--- src/rcs_cfg.svh ---
// Offsets, field positions, reset values and codes for the reference clock select block
`ifndef RCS_CFG_SVH
`define RCS_CFG_SVH

// =====================================================================
// Register byte addresses
`define RCS_ADDR_SRC_CFG 12'h240
`define RCS_ADDR_CLK_CFG 12'h244
`define RCS_ADDR_STATUS 12'h248
`define RCS_ADDR_W 12

// =====================================================================
// Source configuration fields
`define RCS_SRC_EN_BIT 6
`define RCS_SRC_E1_BIT 5
`define RCS_SRC_CODE_HI 4
`define RCS_SRC_CODE_LO 0
`define RCS_SRC_WMASK 8'h7F
`define RCS_SRC_RESET 8'h41

// =====================================================================
// Clock configuration fields
`define RCS_CLK_HOLD_BIT 5
`define RCS_CLK_BYP_BIT 4
`define RCS_CLK_FREE_BIT 3
`define RCS_CLK_FREQ_HI 2
`define RCS_CLK_FREQ_LO 0
`define RCS_CLK_WMASK 8'h3F
`define RCS_CLK_RESET 8'h00

// =====================================================================
// Channel count and codes
`define RCS_NUM_CH 22
`define RCS_FIRST_EXT_CODE 5'h16
`define RCS_FREQ_SRC_RATE 3'h0
`define RCS_FREQ_RESERVED 3'h3

`endif

--- src/rcs_pkg.sv ---
// Types shared by the reference clock select block
package rcs_pkg;

    // =====================================================================
    // AHB-Lite request and response bundles
    typedef struct packed {
        logic hsel;
        logic [31:0] haddr;
        logic [1:0] htrans;
        logic hwrite;
        logic [2:0] hsize;
        logic [31:0] hwdata;
        logic hready;
    } rcs_ahb_req_t;

    typedef struct packed {
        logic hreadyout;
        logic hresp;
        logic [31:0] hrdata;
    } rcs_ahb_rsp_t;

    // =====================================================================
    // What drives the reference output pin
    typedef enum logic [1:0] {
        RCS_OUT_SYNTH = 2'b00,
        RCS_OUT_SOURCE = 2'b01,
        RCS_OUT_FIXED = 2'b10,
        RCS_OUT_HIGH = 2'b11
    } rcs_out_mode_t;

    // Control towards the frequency synthesizer
    typedef struct packed {
        logic ref_master;
        logic [2:0] freq_code;
    } rcs_synth_ctl_t;

    // Selected source as seen by the output stage
    typedef struct packed {
        logic clk;
        logic lost;
        logic is_ext;
    } rcs_src_t;

endpackage

--- src/rcs_top.sv ---
// Reference clock output select: registers, loss behaviour and output pin control
// Operation
// - Free-run bit acts only when the source goes through the synthesizer.
// - Free-run clear: output locks to source at the programmed frequency code.
// - Free-run set: output free-runs from master clock at programmed frequency.
// - On source loss, free-run, bypass and holdover bits together set the output.
// - External clock lost: high, or free-run if synthesizer used and free-run set.
// - Channel lost, synthesizer used: free-run unless holdover set with free-run clear.
// - Channel lost, bypassed: fixed T1/E1 free-run clock, or high with holdover.
// - Frequency code is ignored while the synthesizer is bypassed.
// - Code 000 gives source rate when locked; undefined in free-run; 011 reserved.
// - Codes 001..111 map to 8k, 64k, 4.096M, 8.192M, 19.44M, 32.768M.
// - Bit 6 enables the output pin driver; default driven.
// - Bit 5 declares the external clock rate: 0 T1 default, 1 E1.
// - Codes 0..21 pick a recovered channel, default 1; 22..31 external.
`timescale 1ns/1ps
`include "rcs_cfg.svh"

module rcs_top (
    // Clock and reset
    input wire logic core_clk,
    input wire logic srst,
    // AHB-Lite slave
    input rcs_pkg::rcs_ahb_req_t ahb_req,
    output rcs_pkg::rcs_ahb_rsp_t ahb_rsp,
    // Candidate source clocks
    input wire logic [`RCS_NUM_CH-1:0] recovered_channel_clock,
    input wire logic [`RCS_NUM_CH-1:0] channel_clock_lost,
    input wire logic ext_clock_in,
    input wire logic ext_clock_lost,
    // Synthesizer and fixed free-run clocks
    input wire logic synth_clk,
    input wire logic t1_freerun_clk,
    input wire logic e1_freerun_clk,
    input wire logic line_e1_mode,
    // Synthesizer control
    output rcs_pkg::rcs_synth_ctl_t synth_ctl,
    // Reference output pin
    output logic ref_output_a,
    output logic ref_output_a_oe,
    // Status
    output logic ext_clock_rate_sel,
    output logic synth_bypass_active
);
    import rcs_pkg::*;

    // =====================================================================
    // Whole block state
    typedef struct packed {
        logic [7:0] src_cfg;
        logic [7:0] clk_cfg;
        logic wr_pend;
        logic [`RCS_ADDR_W-1:0] wr_addr;
        logic [31:0] hrdata;
        logic hready;
        rcs_out_mode_t mode;
        rcs_synth_ctl_t synth;
        logic pin;
        logic pin_oe;
        logic e1_sel;
        logic bypass;
        logic lost;
        logic code_bad;
    } rcs_top_state_t;

    rcs_top_state_t s_q;
    rcs_top_state_t s_d;
    rcs_src_t src;

    // =====================================================================
    // Source selection
    rcs_srcmux u_srcmux (
        .core_clk(core_clk),
        .srst(srst),
        .ref_source_code(s_q.src_cfg[`RCS_SRC_CODE_HI:`RCS_SRC_CODE_LO]),
        .recovered_channel_clock(recovered_channel_clock),
        .channel_clock_lost(channel_clock_lost),
        .ext_clock_in(ext_clock_in),
        .ext_clock_lost(ext_clock_lost),
        .src(src)
    );

    // =====================================================================
    // Next-state logic
    always_comb begin
        logic addr_ok;
        logic free_bit;
        logic byp_bit;
        logic hold_bit;
        logic [2:0] freq;
        logic [`RCS_ADDR_W-1:0] ra;
        addr_ok = 1'b0;
        free_bit = 1'b0;
        byp_bit = 1'b0;
        hold_bit = 1'b0;
        freq = 3'h0;
        ra = '0;
        s_d = s_q;

        // Data phase of a write lands here; no wait states are ever needed
        s_d.wr_pend = 1'b0;
        s_d.hready = 1'b1;
        if (s_q.wr_pend) begin
            unique case (s_q.wr_addr)
                `RCS_ADDR_SRC_CFG: begin
                    s_d.src_cfg = ahb_req.hwdata[7:0] & `RCS_SRC_WMASK;
                end
                `RCS_ADDR_CLK_CFG: begin
                    s_d.clk_cfg = ahb_req.hwdata[7:0] & `RCS_CLK_WMASK;
                end
                default: begin
                    // Unmapped or read-only: write dropped, still OKAY
                end
            endcase
        end

        // Address phase: reads see the value after any write just landing
        addr_ok = ahb_req.hsel && ahb_req.htrans[1] && ahb_req.hready;
        ra = ahb_req.haddr[`RCS_ADDR_W-1:0];
        if (addr_ok && ahb_req.hwrite) begin
            s_d.wr_pend = 1'b1;
            s_d.wr_addr = ra;
        end
        if (addr_ok && !ahb_req.hwrite) begin
            unique case (ra)
                `RCS_ADDR_SRC_CFG: s_d.hrdata = {24'h000000, s_d.src_cfg};
                `RCS_ADDR_CLK_CFG: s_d.hrdata = {24'h000000, s_d.clk_cfg};
                `RCS_ADDR_STATUS: begin
                    s_d.hrdata = {24'h000000, 1'b0, s_q.code_bad, s_q.lost,
                                  src.is_ext, s_q.pin_oe, s_q.pin, s_q.mode};
                end
                default: s_d.hrdata = 32'h00000000;
            endcase
        end

        free_bit = s_q.clk_cfg[`RCS_CLK_FREE_BIT];
        byp_bit = s_q.clk_cfg[`RCS_CLK_BYP_BIT];
        hold_bit = s_q.clk_cfg[`RCS_CLK_HOLD_BIT];
        freq = s_q.clk_cfg[`RCS_CLK_FREQ_HI:`RCS_CLK_FREQ_LO];
        s_d.lost = src.lost;
        s_d.bypass = byp_bit;
        s_d.e1_sel = s_q.src_cfg[`RCS_SRC_E1_BIT];

        if (!src.lost) begin
            if (byp_bit) begin
                s_d.mode = RCS_OUT_SOURCE;
            end else begin
                s_d.mode = RCS_OUT_SYNTH;
            end
            s_d.synth.ref_master = !byp_bit && free_bit;
        end else if (src.is_ext) begin
            s_d.synth.ref_master = !byp_bit && free_bit;
            s_d.mode = (!byp_bit && free_bit) ? RCS_OUT_SYNTH : RCS_OUT_HIGH;
        end else if (!byp_bit) begin
            s_d.synth.ref_master = 1'b1;
            s_d.mode = (!free_bit && hold_bit) ? RCS_OUT_HIGH : RCS_OUT_SYNTH;
        end else begin
            s_d.synth.ref_master = 1'b0;
            s_d.mode = hold_bit ? RCS_OUT_HIGH : RCS_OUT_FIXED;
        end

        // code passed only while synthesizer in use
        if (!byp_bit) begin
            s_d.synth.freq_code = freq;
        end
        // undefined free-run code and reserved code flagged
        // remaining codes go straight to the synthesizer divider
        s_d.code_bad = !byp_bit && ((freq == `RCS_FREQ_RESERVED) ||
                       (s_d.synth.ref_master && freq == `RCS_FREQ_SRC_RATE));

        // Output pin level per mode
        unique case (s_d.mode)
            RCS_OUT_SYNTH: s_d.pin = synth_clk;
            RCS_OUT_SOURCE: s_d.pin = src.clk;
            RCS_OUT_FIXED: s_d.pin = line_e1_mode ? e1_freerun_clk : t1_freerun_clk;
            RCS_OUT_HIGH: s_d.pin = 1'b1;
        endcase
        s_d.pin_oe = s_q.src_cfg[`RCS_SRC_EN_BIT];
    end

    // =====================================================================
    // State register
    always_ff @(posedge core_clk) begin
        if (srst) begin
            s_q <= '0;
            s_q.src_cfg <= `RCS_SRC_RESET;
            s_q.clk_cfg <= `RCS_CLK_RESET;
            s_q.hready <= 1'b1;
            s_q.mode <= RCS_OUT_SYNTH;
            s_q.pin <= 1'b1;
            s_q.pin_oe <= 1'b1;
        end else begin
            s_q <= s_d;
        end
    end

    // =====================================================================
    // Outputs, all from flip-flops except hresp, which is tied to OKAY
    assign ahb_rsp.hreadyout = s_q.hready;
    assign ahb_rsp.hresp = 1'b0;
    assign ahb_rsp.hrdata = s_q.hrdata;
    assign synth_ctl = s_q.synth;
    assign ref_output_a = s_q.pin;
    assign ref_output_a_oe = s_q.pin_oe;
    assign ext_clock_rate_sel = s_q.e1_sel;
    assign synth_bypass_active = s_q.bypass;

endmodule // rcs_top

--- src/rcs_srcmux.sv ---
// Source clock selector: one of the recovered channel clocks or the external clock
`timescale 1ns/1ps
`include "rcs_cfg.svh"

module rcs_srcmux (
    // Clock and reset
    input wire logic core_clk,
    input wire logic srst,
    // Selection
    input wire logic [4:0] ref_source_code,
    // Candidate clocks and their loss flags
    input wire logic [`RCS_NUM_CH-1:0] recovered_channel_clock,
    input wire logic [`RCS_NUM_CH-1:0] channel_clock_lost,
    input wire logic ext_clock_in,
    input wire logic ext_clock_lost,
    // Selected source
    output rcs_pkg::rcs_src_t src
);
    import rcs_pkg::*;

    rcs_src_t state_q;
    rcs_src_t state_d;
    logic [`RCS_NUM_CH-1:0] hit;

    // =====================================================================
    // One-hot decode of the channel code
    genvar g;
    generate
        for (g = 0; g < `RCS_NUM_CH; g = g + 1) begin : g_ch
            assign hit[g] = (ref_source_code == 5'(g));
        end
    endgenerate

    // Pick clock and loss flag; codes past the last channel mean external
    always_comb begin
        state_d = '0;
        state_d.is_ext = (ref_source_code >= `RCS_FIRST_EXT_CODE);
        if (state_d.is_ext) begin
            state_d.clk = ext_clock_in;
            state_d.lost = ext_clock_lost;
        end else begin
            state_d.clk = |(hit & recovered_channel_clock);
            state_d.lost = |(hit & channel_clock_lost);
        end
    end

    // Registered so the output stage sees a clean level
    always_ff @(posedge core_clk) begin
        if (srst) begin
            state_q <= '0;
        end else begin
            state_q <= state_d;
        end
    end

    assign src = state_q;

endmodule // rcs_srcmux

--- config.mk ---
export PLATFORM = sky130hd
export DESIGN_NAME = rcs_top
export DESIGN_NICKNAME = d
export VERILOG_FILES = /design/src/rcs_pkg.sv /design/src/rcs_top.sv /design/src/rcs_srcmux.sv
export VERILOG_INCLUDE_DIRS = /design/src
export SDC_FILE = /design/constraint.sdc
export NUM_CORES = 1
export LEC_CHECK = 0
export ABC_AREA = 1
export ABC_CLOCK_PERIOD_IN_PS = 2000
export BUFFER_PORTS_ARGS = -buffer_cell sky130_fd_sc_hd__buf_2
export CAP_MARGIN = 5
export CORE_MARGIN = 2
export CORE_UTILIZATION = 45
export CTS_BUF_LIST = sky130_fd_sc_hd__clkbuf_16
export DETAILED_ROUTE_END_ITERATION = 16
export MAX_ROUTING_LAYER = met4
export PLACE_DENSITY = 0.81
export SYNTH_ARGS = -nofsm -noshare
export SYNTH_HDL_FRONTEND = slang
export SYNTH_SLANG_ARGS = --single-unit
export TNS_END_PERCENT = 30
--- constraint.sdc ---
create_clock -name core_clk -period 2 [get_ports core_clk]
set_clock_uncertainty 0.2 [all_clocks]
set_input_delay 0.4 -clock core_clk [delete_from_list [all_inputs] [get_ports core_clk]]
set_output_delay 0.4 -clock core_clk [all_outputs]
set_load 0.05 [all_outputs]
==> impl_metrics.env, run 1 <==
export IMPL_synthArstFlopShare_pct=0
export IMPL_initial_core_util_pct=45.8
export IMPL_vdd_ir_drop_max_uv=508
export IMPL_worstMarginPinSlew_ns=0.559
export IMPL_grt_overflow_total=0
export IMPL_final_util_pct=53.8
export IMPL_synth_area_um2=3060
export IMPL_io_pins=166
export IMPL_diodes=0
export IMPL_grt_pass1_wl_mm=12.3
export IMPL_gp_congestion=0.914
export IMPL_clkTransAtPathRegs_ns=0.06
export IMPL_dieWidth_um=86.5
export IMPL_root_buffer="clkbuf_16"
export IMPL_outcome="completed"
export IMPL_die_h_um=86.5
export IMPL_synthTopCellsByCount="89 x nand2_1, 78 x nand3_1, 52 x dfxtp_1"
export IMPL_relSlewSlack_pct=62.7
export IMPL_synth_seq_cells=52
export IMPL_seq_area_frac_synth_pct=34.0
export IMPL_dieArea_um2=7480
export IMPL_antenna_found_initial=0
export IMPL_dp_hpwl_mm=5.68
export IMPL_rows=30
export IMPL_p_leak_nw=1.82
export IMPL_fin_cells=615
export IMPL_cp_data_arrival_time_ns=1.75
export IMPL_fmax_ghz=0.565
export IMPL_drt_iter0_markers=317
export IMPL_vias=3168
export IMPL_timing_setup_tns_ns=0
export IMPL_max_cap_violations=0
export IMPL_synth_ff_type="dfxtp_1"
export IMPL_port_buffers=90
export IMPL_synth_edf_count=0
export IMPL_antenna_left=0
export IMPL_clk_latency_ns=0.29
export IMPL_worstPathCellList="nor3_2, buf_4, nand3_1, nand2_1, nor3_1, nand2_1, nor2_1, a21oi_2"
export IMPL_slew_violations=0
export IMPL_drt_pre_antenna_iters=4
export IMPL_grt_pass1_vias=2913
export IMPL_min_path_type="in2reg"
export IMPL_vias_per_cell=5.15
export IMPL_synth_warnings=0
export IMPL_routed_wirelength_mm=7.51
export IMPL_cp_max_fo=9
export IMPL_fin_crit_sh_pct=88.6
export IMPL_cts_resized=0
export IMPL_hold_viol_final=0
export IMPL_fin_nets=658
export IMPL_syn2layout_area_growth_pct=17.5
export IMPL_startpoint_type="flip-flop"
export IMPL_core_area_um2=6680
export IMPL_cts_buffers=5
export IMPL_htree_levels=2
export IMPL_max_stage_delay_ns=0.63
export IMPL_synth_most_common_cell="nand2_1"
export IMPL_critPathMostFrequentCell="nand2_1"
export IMPL_wire_per_inst_um=12.2
export IMPL_syn_inst=452
export IMPL_grt_use_total_pct=20.8
export IMPL_ys_top_cells_by_area="dfxtp_1 34%, nand3_1 13%, nand2_1 11%"
export IMPL_synth_top_cell_area_share_pct=34.0
export IMPL_critical_path_required_ns=1.98
export IMPL_setup_violations=0
export IMPL_cts_path_max_buffers=2
export IMPL_endpoint_kind="flip-flop"
export IMPL_cts_tree="done"
export IMPL_timing_final_crit_period_ns=1.77
export IMPL_slowest_stage="dfxtp_1"
export IMPL_drive_gt1_share_pct=25.2
export IMPL_synth_area_leader_cell="dfxtp_1"
export IMPL_p_total_w=0.00227
export IMPL_cts_sinks=52
export IMPL_synth_cell_types=29
export IMPL_rsz0062_at_grt="false"
export IMPL_grt_max_degree=31
export IMPL_worstSetupPathType="reg2reg"
export IMPL_drc=0
export IMPL_power_density_nw_per_um2=631
export IMPL_place_inst=606
export IMPL_syn_avg_cell_area_um2=6.77
==> registers in the layout, summed over array words and instances, names as in the netlist <==
signal               count
s_q                     30
ref_output_a             1
synth_ctl                4
ref_output_a_oe          1
ahb_rsp                  8
u_srcmux.src             3
ext_clock_rate_sel       1
synth_bypass_active      1
s_d                      3
==> cells in the final DEF, fill, tap and decap left out, drive strengths merged, types with 8 or more instances in the layout <==
| master | synthesis | final |
|---|---|---|
| a21oi | 23 | 23 |
| buf | 43 | 97 |
| conb | 2 | 26 |
| dfxtp | 52 | 52 |
| inv | 50 | 51 |
| nand2 | 95 | 95 |
| nand3 | 78 | 78 |
| nand4 | 8 | 8 |
| nor2 | 63 | 63 |
| o21ai | 22 | 22 |
==> power breakdown <==
| part | leakage, nW | switching (W) | internal [W] | total, W |
|---|---|---|---|---|
| sequential | 0.421 | 0.00000793 | 0.00105 | 0.00106 |
| combinational | 1.31 | 0.000195 | 0.0000745 | 0.000269 |
| clock | 0.0850 | 0.000360 | 0.000583 | 0.000943 |
==> metrics by stage <==
stage               cell area, µm²  setup slack [ns]  hold slack, ns
finish                        3600             0.229           0.155
global placement              3410             0.127           0.210
CTS                           3580             0.185           0.150
detailed placement            3410             0.105           0.218
floorplan                     3150             0.447           0.192
global route                  3600             0.124           0.163
==> timing repair <==
action,CTS,global route
setup endpoints to repair,0,6
hold buffers,0,0
buffers inserted,0,1
==> critical path: cells and delay by family, from the launching register on <==
kind / cells / cell delay, ns
AND/OR/NAND/NOR: 6 / 0.59
AO/OA/AOI/OAI: 1 / 0.06
flip-flops: 1 / 0.63
buffers and inverters: 1 / 0.19
==> worst paths after layout <==
path / cells past startpoint / slack (ns) / endpoint / start
worst min register to register: 2 / 0.23 / ref_output_a_oe / s_d[4]
worst max register to register: 8 / 0.23 / u_srcmux.src[2] / s_q[70]
worst max-delay path: 8 / 0.23 / u_srcmux.src[2] / s_q[70]
worst min-delay path: 3 / 0.15 / s_q[55] / ahb_req[49]
==> cells by family after synthesis <==
| family | synth area share (%) |
|---|---|
| AO/OA/AOI/OAI | 9.32 |
| buffers and inverters | 17.0 |
| flip-flops | 34.0 |
| multiplexers | 0.327 |
| other | 0.245 |
| AND/OR/NAND/NOR | 39.1 |
==> layer usage <==
layer / up-vias / GRT usage, % / wire, µm
met3: 6 / 4.76 / 610
li1: 1562 / - / -
met1: 1477 / 25.3 / 3130
met2: 123 / 35.2 / 3710
met5: - / - / 0
met4: 0 / 4.97 / 58
==> layout make-up <==
cell class | instances | area (µm²)
multi-input cells | 328 | 1590
well taps | 80 | 100
clock buffers | 5 | 125
clock inverters | 3 | 38.8
inverters | 50 | 188
flip-flops and latches | 52 | 1040
fillers | 671 | 3080
repair buffers | 97 | 515
Power figures use the tool's default switching activity.
==> run 2, diff against run 1 <==
MAX_ROUTING_LAYER = unset   (was met4)
RECOVER_POWER = 100   (was unset)
==> impl_metrics.env, run 2 (same netlist as run 1, synthesis figures left out) <==
export IMPL_p_total_w=0.00214
export IMPL_timing_final_crit_period_ns=1.81
export IMPL_cts_sinks=52
export IMPL_hold_end="s_q[45]"
export IMPL_clkTransAtPathRegs_ns=0.07
export IMPL_drive_gt1_share_pct=20.8
export IMPL_drc=0
export IMPL_num_fill_cells=690
export IMPL_r2r_end="u_srcmux.src[1]"
export IMPL_worstPathCellList="nor3_2, nand3_1, nand2_1, nor2_1, nand2_1, nor2_1, a21oi_1"
export IMPL_htree_levels=2
export IMPL_worst_path_buf_inv=0
export IMPL_timing_final_ws_setup_ns=0.190
export IMPL_grt_pass1_vias=2831
export IMPL_reg2reg_slack_ns=0.19
export IMPL_worstMarginPinSlew_ns=0.637
export IMPL_hold_viol_final=0
export IMPL_fmax_ghz=0.552
export IMPL_vias_per_cell=5.07
export IMPL_largest_register_ffs=30
export IMPL_layout_common_cells="89 x nand2_1, 78 x nand3_1, 74 x buf_2"
export IMPL_cts_tree="done"
export IMPL_regMostFlops="s_q"
export IMPL_slowest_stage="nor3_2"
export IMPL_vias=3114
export IMPL_antenna_left=0
export IMPL_dieArea_um2=7480
export IMPL_rr_worst_depth=7
export IMPL_grt_pass1_wl_mm=12.1
export IMPL_layout_commonest_cell="nand2_1"
export IMPL_outcome="completed"
export IMPL_p_leak_nw=1.73
export IMPL_io_pins=166
export IMPL_syn2layout_area_growth_pct=14.8
export IMPL_routed_wirelength_mm=7.48
export IMPL_antenna_found_initial=0
export IMPL_cp_max_fo=9
export IMPL_grt_use_total_pct=20.0
export IMPL_dp_hpwl_mm=5.71
export IMPL_slew_violations=0
export IMPL_cts_path_max_buffers=2
export IMPL_clk_latency_ns=0.29
export IMPL_cp_data_arrival_time_ns=1.82
export IMPL_cp_top_family="simple AND/OR/NAND/NOR gates"
export IMPL_hold_start="ahb_req[39]"
export IMPL_drt_pre_antenna_iters=6
export IMPL_vdd_ir_drop_max_uv=458
export IMPL_wire_per_inst_um=12.2
export IMPL_setup_violations=0
export IMPL_gp_congestion=0.933
export IMPL_fin_nets=657
export IMPL_postCtsSetupBuffers=0
export IMPL_dieWidth_um=86.5
export IMPL_max_cap_violations=0
export IMPL_relSlewSlack_pct=57.7
export IMPL_pre_cts_slack_ns=0.102
export IMPL_rows=30
export IMPL_core_area_um2=6680
export IMPL_timing_rr_start="s_q[70]"
export IMPL_power_density_nw_per_um2=608
export IMPL_grt_overflow_total=0
export IMPL_initial_core_util_pct=45.8
export IMPL_worstSetupPathType="reg2reg"
export IMPL_min_path_type="in2reg"
export IMPL_root_buffer="clkbuf_16"
export IMPL_cts_buffers=5
export IMPL_fin_crit_sh_pct=90.5
export IMPL_cts_hold_buf=0
export IMPL_grt_max_degree=31
export IMPL_endpoint_kind="flip-flop"
export IMPL_startpoint_type="flip-flop"
export IMPL_diodes=0
export IMPL_hold_path_depth=3
export IMPL_max_stage_delay_ns=0.55
export IMPL_drt_iter0_markers=220
export IMPL_die_h_um=86.5
export IMPL_timing_setup_tns_ns=0
export IMPL_port_buffers=90
export IMPL_rsz0062_at_grt="false"
export IMPL_critical_path_required_ns=2.01
export IMPL_cts_resized=0
-- run 2: cell count changes in the layout (fill, tap and decap cells not counted), sizes merged --
cell    before  now
buf         97   79
clkbuf       5   22
clkinv       1    3
bufinv       1    0
inv         51   50
-- run 2: worst max-delay path by stage --
stage                startpoint               to  slack, ns  depth (start not counted)
finish                  s_q[70]  u_srcmux.src[1]       0.19                          7
global route            s_q[70]  u_srcmux.src[1]       0.05                          7
CTS                     s_q[54]       ahb_rsp[3]       0.18                         10
detailed placement  ahb_req[39]       ahb_rsp[4]       0.10                          8
global placement    ahb_req[39]       ahb_rsp[3]       0.13                          8
floorplan           ahb_req[43]       ahb_rsp[2]       0.45                          9
-- run 2: routing by layer --
| metal | routed length (µm) | global-route usage [%] | vias to the layer above |
|---|---|---|---|
| li1 | - | - | 1561 |
| met1 | 3120 | 24.3 | 1395 |
| met2 | 3670 | 35.9 | 141 |
| met3 | 602 | 4.67 | 17 |
| met4 | 82 | 4.40 | 0 |
| met5 | 0 | 0 | - |
-- run 2: report_power, final --
part | total [W] | internal (W) | switching (W)
Clock | 0.000814 | 0.000455 | 0.000359
Combinational | 0.000266 | 0.0000733 | 0.000193
Sequential | 0.00106 | 0.00105 | 0.00000795
-- run 2: final cells by class --
| type | count | area [µm²] | area share, % |
|---|---|---|---|
| multi-input combinational | 328 | 1560 | 44.4 |
| sequential | 52 | 1040 | 29.6 |
| timing repair buffer | 96 | 485 | 13.8 |
| inverter | 50 | 188 | 5.34 |
| clock buffer | 5 | 125 | 3.56 |
| tap | 80 | 100 | 2.85 |
| clock inverter | 3 | 13.8 | 0.391 |
-- run 2: worst min-delay path, stage by stage --
cell	delay, ns
buf_2	0.09
nor2_1	0.04
nor2_1	0.08
-- run 2: per-stage QoR --
| step | hold WS, ns | cells | area, µm² | utilization [%] |
|---|---|---|---|---|
| final | 0.152 | 614 | 3520 | 52.6 |
| after global routing | 0.172 | 614 | 3520 | 52.6 |
| after CTS | 0.152 | 613 | 3540 | 53.1 |
| after detailed placement | 0.226 | 605 | 3410 | 51.0 |
| after global placement | 0.209 | 605 | 3410 | 51.0 |
| after floorplan | 0.192 | 476 | 3150 | - |
